[config.mk]
export PLATFORM = sky130hd
export DESIGN_NAME = fpo_top
export DESIGN_NICKNAME = d
export VERILOG_FILES = /design/src/include/fpo_pkg.sv /design/src/core/fpo_top.sv
export SDC_FILE = /design/constraint.sdc
export NUM_CORES = 2
export LEC_CHECK = 0
export CAP_MARGIN = 5
export CELL_PAD_IN_SITES_DETAIL_PLACEMENT = 0
export CELL_PAD_IN_SITES_GLOBAL_PLACEMENT = 2
export CORE_UTILIZATION = 37
export DETAILED_ROUTE_END_ITERATION = 7
export DONT_BUFFER_PORTS = 1
export PLACE_DENSITY = 0.92
export SYNTH_ARGS = -nofsm -noshare
export SYNTH_HDL_FRONTEND = slang
export SYNTH_SLANG_ARGS = --single-unit
[constraint.sdc]
create_clock -name clk -period 72.2 [get_ports clk]
set_clock_uncertainty 0.1 [all_clocks]
set_input_delay 7.22 -clock clk [delete_from_list [all_inputs] [get_ports clk]]
set_output_delay 7.22 -clock clk [all_outputs]
set_load 0.01 [all_outputs]
[src/include/fpo_pkg.sv]
// package for the flow pulse output block
package fpo_pkg;
  // ******************************
  // clock and timing
  // ******************************
  localparam int unsigned CLK_HZ      = 200_000_000;
  localparam int unsigned RATE_MS     = 1000;
  localparam int unsigned RATE_CYC    = CLK_HZ / 1000 * RATE_MS;
  localparam int unsigned THRESH_HZ   = 10;
  localparam int unsigned FMAX_HZ     = 10000;
  localparam int unsigned MIN_HALF_CYC = CLK_HZ / (2 * FMAX_HZ);
  // ******************************
  // register map
  // ******************************
  localparam logic [7:0] ADR_CTRL    = 8'h00;
  localparam logic [7:0] ADR_KFAC    = 8'h04;
  localparam logic [7:0] ADR_WIDTH   = 8'h08;
  localparam logic [7:0] ADR_SIMF    = 8'h0c;
  localparam logic [7:0] ADR_STAT    = 8'h10;
  localparam logic [7:0] ADR_IRQ     = 8'h14;
  localparam logic [7:0] ADR_MASK    = 8'h18;
  localparam logic [7:0] ADR_FREQ    = 8'h1c;
  // ctrl fields
  localparam int unsigned CTRL_USE_LSB  = 0;
  localparam int unsigned CTRL_SRC_BIT  = 2;
  localparam int unsigned CTRL_CONST_BIT = 3;
  localparam int unsigned CTRL_ERREN_BIT = 4;
  localparam int unsigned CTRL_SIM_BIT  = 5;
  // irq bits
  localparam int unsigned IRQ_OVL  = 0;
  localparam int unsigned IRQ_RANGE = 1;
  localparam int unsigned IRQ_TICK = 2;
  localparam logic [7:0]  CTRL_RST  = 8'h00;
  localparam logic [31:0] KFAC_RST  = 32'h0000_0001;
  localparam logic [31:0] WIDTH_RST = 32'h0000_0001;
  localparam logic [2:0]  ZERO3     = 3'h0;
  // ******************************
  // types
  // ******************************
  typedef enum logic [1:0] {
    USE_FREQ   = 2'h0,
    USE_ERROR  = 2'h1,
    USE_STROKE = 2'h3
  } fpo_use_t;
  typedef enum logic [1:0] {
    ST_IDLE = 2'h0,
    ST_HIGH = 2'h1,
    ST_LOW  = 2'h3
  } fpo_state_t;
  typedef struct packed {
    logic [7:0]  addr;
    logic [31:0] wdata;
    logic        wr;
    logic        rd;
  } fpo_bus_t;
endpackage

[src/core/fpo_top.sv]
// flow pulse output generator with register port
`timescale 1ns/1ps
// Notes on behaviour
// - output use: frequency, error, or stroke
// - output stage sinking or sourcing selectable
// - frequency equals k factor times flow
// - rate taken from volume per second
// - behaviour switches at ten hertz
// - above ten hertz equal high and low
// - constant mode uses preset pulse width
// - flag error when gaps under width
// - overload holds output at maximum rate
// - overload raises error and orange indicator
// - setting routes error onto counter output
// - stroke out of range: stop, red indicator
// - simulation drives user frequency instead
// - menu held open while simulation active
// - open collector output up to 10 khz
module fpo_top
(
  input  wire logic            clk,
  input  wire logic            rst,
  input  wire fpo_pkg::fpo_bus_t bus,
  output logic [31:0]          rdata,
  input  wire logic            vol_pulse,
  input  wire logic            stroke_evt,
  input  wire logic            stroke_ok,
  input  wire logic            fault_in,
  output logic                 pin_out,
  output logic                 pin_oe,
  output logic                 stat_orange,
  output logic                 stroke_red,
  output logic                 stroke_green,
  output logic                 menu_hold,
  output logic                 irq
);
  import fpo_pkg::*;

  // ******************************
  // input synchronisers
  // ******************************
  logic [3:0] s1_ff, s2_ff, s3_ff;
  logic [3:0] nxt_s1, nxt_s2, nxt_s3;
  always_comb begin
    nxt_s1 = {fault_in, stroke_ok, stroke_evt, vol_pulse};
    nxt_s2 = s1_ff;
    nxt_s3 = s2_ff;
  end
  always_ff @(posedge clk) begin
    s1_ff <= nxt_s1;
    s2_ff <= nxt_s2;
    s3_ff <= nxt_s3;
  end
  logic vol_evt, strk_evt, strk_ok, flt;
  assign vol_evt  = s2_ff[0] & ~s3_ff[0];
  assign strk_evt = s2_ff[1] & ~s3_ff[1];
  assign strk_ok  = s2_ff[2];
  assign flt      = s2_ff[3];

  // ******************************
  // registers
  // ******************************
  logic [7:0]  ctrl_ff, nxt_ctrl;
  logic [31:0] kfac_ff, nxt_kfac, width_ff, nxt_width, simf_ff, nxt_simf;
  logic [2:0]  irq_ff, nxt_irq, mask_ff, nxt_mask;
  logic [31:0] rdata_ff, nxt_rdata;
  logic [31:0] freq_ff, nxt_freq;
  logic        ovl_ff, nxt_ovl;
  logic        range_bad_ff, nxt_range_bad;
  logic        tick;
  fpo_use_t    use_sel;
  logic        is_const, err_en, sim_on;
  assign use_sel  = fpo_use_t'(ctrl_ff[CTRL_USE_LSB +: 2]);
  assign is_const = ctrl_ff[CTRL_CONST_BIT];
  assign err_en   = ctrl_ff[CTRL_ERREN_BIT];
  assign sim_on   = ctrl_ff[CTRL_SIM_BIT];

  function automatic logic hit(input fpo_bus_t b, input logic [7:0] a);
    return b.wr && (b.addr == a);
  endfunction

  always_comb begin
    nxt_ctrl  = hit(bus, ADR_CTRL)  ? bus.wdata[7:0] : ctrl_ff;
    nxt_kfac  = hit(bus, ADR_KFAC)  ? bus.wdata : kfac_ff;
    nxt_width = hit(bus, ADR_WIDTH) ? bus.wdata : width_ff;
    nxt_simf  = hit(bus, ADR_SIMF)  ? bus.wdata : simf_ff;
    nxt_mask  = hit(bus, ADR_MASK)  ? bus.wdata[2:0] : mask_ff;
    nxt_irq   = irq_ff;
    if (hit(bus, ADR_IRQ)) begin
      nxt_irq = irq_ff & ~bus.wdata[2:0];
    end
    // set wins over clear
    nxt_irq = nxt_irq | {tick, nxt_range_bad & ~range_bad_ff, nxt_ovl & ~ovl_ff};
    nxt_rdata = 32'h0000_0000;
    if (bus.rd) begin
      case (bus.addr)
        ADR_CTRL:  nxt_rdata = {24'h00_0000, ctrl_ff};
        ADR_KFAC:  nxt_rdata = kfac_ff;
        ADR_WIDTH: nxt_rdata = width_ff;
        ADR_SIMF:  nxt_rdata = simf_ff;
        ADR_STAT:  nxt_rdata = {29'h0, stroke_red, ovl_ff, pin_out};
        ADR_IRQ:   nxt_rdata = {29'h0, irq_ff};
        ADR_MASK:  nxt_rdata = {29'h0, mask_ff};
        ADR_FREQ:  nxt_rdata = freq_ff;
        default:   nxt_rdata = 32'h0000_0000;
      endcase
    end
  end
  always_ff @(posedge clk) begin
    if (rst) begin
      ctrl_ff  <= CTRL_RST;
      kfac_ff  <= KFAC_RST;
      width_ff <= WIDTH_RST;
      simf_ff  <= 32'h0000_0000;
      mask_ff  <= ZERO3;
      irq_ff   <= ZERO3;
      rdata_ff <= 32'h0000_0000;
    end else begin
      ctrl_ff  <= nxt_ctrl;
      kfac_ff  <= nxt_kfac;
      width_ff <= nxt_width;
      simf_ff  <= nxt_simf;
      mask_ff  <= nxt_mask;
      irq_ff   <= nxt_irq;
      rdata_ff <= nxt_rdata;
    end
  end

  // ******************************
  // one second volume window
  // ******************************
  logic [27:0] sec_ff, nxt_sec;
  logic [31:0] vcnt_ff, nxt_vcnt;
  logic [63:0] prod;
  assign tick = (sec_ff == 28'(RATE_CYC - 1));
  assign prod = 64'(kfac_ff) * 64'(vcnt_ff);
  always_comb begin
    nxt_sec  = tick ? 28'h0 : sec_ff + 28'h1;
    nxt_vcnt = tick ? 32'h0 : vcnt_ff + {31'h0, vol_evt};
    nxt_freq = freq_ff;
    if (sim_on) begin
      nxt_freq = (simf_ff > FMAX_HZ) ? FMAX_HZ : simf_ff;
    end else if (tick) begin
      nxt_freq = (prod > 64'(FMAX_HZ)) ? FMAX_HZ : prod[31:0];
    end
  end
  always_ff @(posedge clk) begin
    if (rst) begin
      sec_ff  <= 28'h0;
      vcnt_ff <= 32'h0;
      freq_ff <= 32'h0;
    end else begin
      sec_ff  <= nxt_sec;
      vcnt_ff <= nxt_vcnt;
      freq_ff <= nxt_freq;
    end
  end

  // ******************************
  // pulse generator
  // ******************************
  fpo_state_t  st_ff, nxt_st;
  logic [31:0] cnt_ff, nxt_cnt, half;
  logic [31:0] qacc_ff, nxt_qacc;
  logic        slow, start;
  logic [31:0] load;
  assign half = (freq_ff == 32'h0) ? 32'h0 : (CLK_HZ / 2) / freq_ff;
  assign slow = !is_const && (freq_ff <= THRESH_HZ) && !sim_on;
  always_comb begin
    nxt_ovl = is_const && (freq_ff != 32'h0) && (half < width_ff);
    nxt_range_bad = range_bad_ff;
    if (strk_evt) begin
      nxt_range_bad = !strk_ok;
    end
    // slow mode: one pulse per k factor quantum of volume
    nxt_qacc = qacc_ff + (vol_evt ? kfac_ff : 32'h0);
    // a quantum left over from another mode must not fire later
    if (!slow) begin
      nxt_qacc = 32'h0;
    end
    start = 1'b0;
    if (slow) begin
      start = (qacc_ff != 32'h0);
    end else begin
      start = (freq_ff != 32'h0);
    end
    // high time of the next pulse
    load = half;
    if (is_const) begin
      load = width_ff;
    end else if (slow) begin
      load = 32'(MIN_HALF_CYC);
    end
    nxt_st  = st_ff;
    nxt_cnt = cnt_ff;
    case (st_ff)
      ST_IDLE: begin
        if (start) begin
          nxt_st  = ST_HIGH;
          nxt_cnt = load;
          if (slow) begin
            nxt_qacc = nxt_qacc - 32'h1;
          end
        end
      end
      ST_HIGH: begin
        if (cnt_ff <= 32'h1) begin
          nxt_st  = ST_LOW;
          // overload clamps low time to the width
          if (nxt_ovl) begin
            nxt_cnt = width_ff;
          end else if (is_const) begin
            nxt_cnt = half * 32'h2 - width_ff;
          end else begin
            nxt_cnt = load;
          end
        end else begin
          nxt_cnt = cnt_ff - 32'h1;
        end
      end
      ST_LOW: begin
        // back to back pulses skip idle so low equals high outside constant mode
        if (cnt_ff > 32'h1) begin
          nxt_cnt = cnt_ff - 32'h1;
        end else if (start) begin
          nxt_st  = ST_HIGH;
          nxt_cnt = load;
          if (slow) begin
            nxt_qacc = nxt_qacc - 32'h1;
          end
        end else begin
          nxt_st = ST_IDLE;
        end
      end
      default: nxt_st = ST_IDLE;
    endcase
  end
  always_ff @(posedge clk) begin
    if (rst) begin
      st_ff        <= ST_IDLE;
      cnt_ff       <= 32'h0;
      qacc_ff      <= 32'h0;
      ovl_ff       <= 1'b0;
      range_bad_ff <= 1'b0;
    end else begin
      st_ff        <= nxt_st;
      cnt_ff       <= nxt_cnt;
      qacc_ff      <= nxt_qacc;
      ovl_ff       <= nxt_ovl;
      range_bad_ff <= nxt_range_bad;
    end
  end

  // ******************************
  // output stage
  // ******************************
  logic act, nxt_pin, nxt_oe, nxt_irq_o, nxt_orange, nxt_red, nxt_green, nxt_hold;
  logic pin_ff, oe_ff, irq_o_ff, orange_ff, red_ff, green_ff, hold_ff;
  always_comb begin
    case (use_sel)
      USE_ERROR:  act = err_en && (ovl_ff || flt);
      USE_STROKE: act = strk_evt && !nxt_range_bad;
      default:    act = (st_ff == ST_HIGH);
    endcase
    if (sim_on) begin
      act = (st_ff == ST_HIGH);
    end
    // sourcing drives high, sinking pulls low
    nxt_pin    = ctrl_ff[CTRL_SRC_BIT];
    nxt_oe     = act;
    nxt_irq_o  = |(nxt_irq & mask_ff);
    nxt_orange = nxt_ovl;
    nxt_red    = nxt_range_bad;
    nxt_green  = !nxt_range_bad;
    nxt_hold   = sim_on;
  end
  always_ff @(posedge clk) begin
    if (rst) begin
      pin_ff    <= 1'b0;
      oe_ff     <= 1'b0;
      irq_o_ff  <= 1'b0;
      orange_ff <= 1'b0;
      red_ff    <= 1'b0;
      green_ff  <= 1'b0;
      hold_ff   <= 1'b0;
    end else begin
      pin_ff    <= nxt_pin;
      oe_ff     <= nxt_oe;
      irq_o_ff  <= nxt_irq_o;
      orange_ff <= nxt_orange;
      red_ff    <= nxt_red;
      green_ff  <= nxt_green;
      hold_ff   <= nxt_hold;
    end
  end
  assign pin_out      = pin_ff;
  assign pin_oe       = oe_ff;
  assign irq          = irq_o_ff;
  assign stat_orange  = orange_ff;
  assign stroke_red   = red_ff;
  assign stroke_green = green_ff;
  assign menu_hold    = hold_ff;
  assign rdata        = rdata_ff;
endmodule

==> metrics.yaml <==
cts_buffers: 42
drive_above_1_share: 0.0835
worstSetupEndpointType: "flip-flop"
arrival_ns: 69.93
crit_top_cell: "ha_1"
critical_path_class: "reg2reg"
slew_viol_final: 0
final.setup.worst_slack_ns: 2.66
cpMaxStageDelayCell: "o41a_1"
grt_max_degree: 179
die-height_microns: 481
grt.total_usage: 0.296
grt_pass1_vias: 84400
synth_top_cells_by_area: "fa_1, ha_1, dfxtp_1"
ant_nets: 0
synth-async-reset-ratio: 0
r2r_slack_ns: 2.66
clk_pin_slew_ns: 0.07
critPathMaxStageDelay_ns: 0.57
gp_congestion: 1.11
cts_tree: "done"
avgRoutedWirePerCell_microns: 24.6
place_inst: 14200
grt_pass1_wl_microns: 527000
firstDrtPassIters: 8
tns_ns: 0
grt_remaining_overflow: 0
synth_cell_types: 123
dieWidth_microns: 481
violations: "DRC"
ys.flop_type: "dfxtp_1"
dieArea_sq_um: 232000
min_from: "nxt_s2[1]"
synth_top_area_frac: 0.211
ys_seq_elements: 317
whs_endpoint: "nxt_s3[1]"
core.rowCount: 175
hold_path.class: "reg2reg"
worstReg2RegEnd: "cnt_ff[30]"
critPathLaunchType: "flip-flop"
synth-edff-count: 0
io_pins: 87
pre_cts_ws_ns: -2.65
grt_antenna_before_repair: 24
synth.cell_area_sq_um: 85100
vias_per_cell: 6.08
layout_commonest_cell: "nand2_1"
crit_required_ns: 72.59
fin_cells: 14300
hpwl_microns: 274000
synth_warnings: 0
numClockSinks: 317
cts_max_path_buffers: 3
area_growth_pct: 8.80
fin_crit_sh: 0.963
cts-root-buf: "clkbuf_16"
synthCells: 11400
drt-total-wl_microns: 352000
r2r-start: "freq_ff[31]"
final-setup-viol-count: 0
syn_nets: 13200
core-area_sq_um: 228000
final-hold-violation-count: 0
vias: 87200
synth_top_cell_by_area: "fa_1"
outcome: "finished with violations"
start_util: 0.373
hold_path_depth: 0
cp_max_fo: 37
ctsHoldBuffers: 0
final_core_util: 0.406
io_buffers: 0
drt_iter0_drc: 9662
final_cell_mix: "nand2_1, inv_1, fa_1"
fmax_mhz: 14.4
h-tree-depth: 2
reg2regPathDepth: 300
maxCapViolCount: 0
avgSynthCellArea_sq_um: 7.49
drc: 15
fin_crit_ns: 69.54
ys_seq_area_frac: 0.0746
clock_latency_ns: 0.64
worst_pin_slew_ns: 1.36
maxSlewHeadroom: 0.0816
fin_nets: 13100
## cell type report
type / instances / area [sq um]
clock buffer: 54 / 1150
inverter: 1217 / 4570
multi-input combinational: 9228 / 72800
timing repair buffer: 468 / 3600
tap: 3009 / 3760
fill: 23300 / 135000
sequential: 317 / 6380
antenna: 36 / 90.1
clock inverter: 18 / 248
## synthesized netlist by cell type (69+ instances only)
master       n
nand2_1   1685
inv_1     1217
fa_1       898
nor2_1     878
ha_1       859
a21oi_1    771
clkbuf_1   514
o21ai_0    456
and2_1     351
dfxtp_1    317
xnor2_1    298
nor3_1     237
nand3_1    226
xor2_1     211
a21o_1     204
o21a_1     167
a31oi_1    131
and3_1     108
nand2b_1   108
nand4_1     90
mux2_2      81
a211oi_1    80
o211ai_1    79
o31ai_1     78
or3_1       77
nor2b_1     74
mux2i_1     69
## state kept, by name, indices dropped and copies added, names as in the netlist, 3 cells and up
name      cells
cnt_ff       32
ctrl_ff       8
freq_ff      32
irq_ff        3
kfac_ff      32
mask_ff       3
nxt_s2        4
nxt_s3        4
qacc_ff      32
rdata        32
sec_ff       28
simf_ff      32
vcnt_ff      32
width_ff     32
## through the flow
stage               instance area (sq um)  hold slack (ns)
finish                              92600            0.233
global route                        92500            0.242
CTS                                 91500            0.237
detailed placement                  90000            0.217
global placement                    90000            0.214
floorplan                           85100            0.210
## worst max-delay path, delay by kind of cell, from the launching register on
| kind | cells | cell delay [ns] |
|---|---|---|
| XOR/XNOR | 2 | 0.28 |
| multiplexers | 10 | 3.25 |
| AND/OR/NAND/NOR | 83 | 17.51 |
| buffers and inverters | 32 | 5.54 |
| adder cells (fa/ha/maj) | 31 | 9.63 |
| flip-flops | 1 | 0.39 |
| AO/OA/AOI/OAI | 142 | 32.55 |
## worst max path at each step
stage                startpoint    endpoint  slack (ns)  cells after the start
floorplan            freq_ff[1]  cnt_ff[30]        2.58                    324
global placement     freq_ff[6]  cnt_ff[30]       -2.35                    305
detailed placement   freq_ff[6]  cnt_ff[29]       -2.65                    311
CTS                 freq_ff[31]  cnt_ff[30]        0.01                    310
global route        freq_ff[31]  cnt_ff[30]       -0.36                    310
finish              freq_ff[31]  cnt_ff[30]        2.66                    300
## per-layer routing
| layer | global-route usage | wire, microns | vias up |
|---|---|---|---|
| li1 | - | - | 38800 |
| met1 | 0.399 | 146000 | 42800 |
| met2 | 0.448 | 150000 | 4659 |
| met3 | 0.0558 | 35400 | 962 |
| met4 | 0.149 | 21300 | 18 |
| met5 | 0 | 129 | - |
## kinds of logic after synthesis
family,count (synthesis),share of synthesized area
DFF,317,0.0746
other,1,0.0000441
adders and majority gates,1757,0.338
buffers and inverters,1815,0.0811
AOI/OAI and AO/OA,2722,0.213
and+or+nand+nor,4088,0.222
xor gates and xnor gates,509,0.0524
muxes,150,0.0188
## timing repair
| item | CTS | global route |
|---|---|---|
| pin swaps | 4 | 23 |
| setup buffers | 3 | 26 |
| gates resized for setup | 24 | 177 |
| endpoints found under the setup margin | 32 | 35 |
| cloned | 0 | 1 |
| hold endpoints to repair | 0 | 0 |
Power is not shown: default switching activity piles up to over one toggle a cycle in this logic, so the estimate is an artifact.
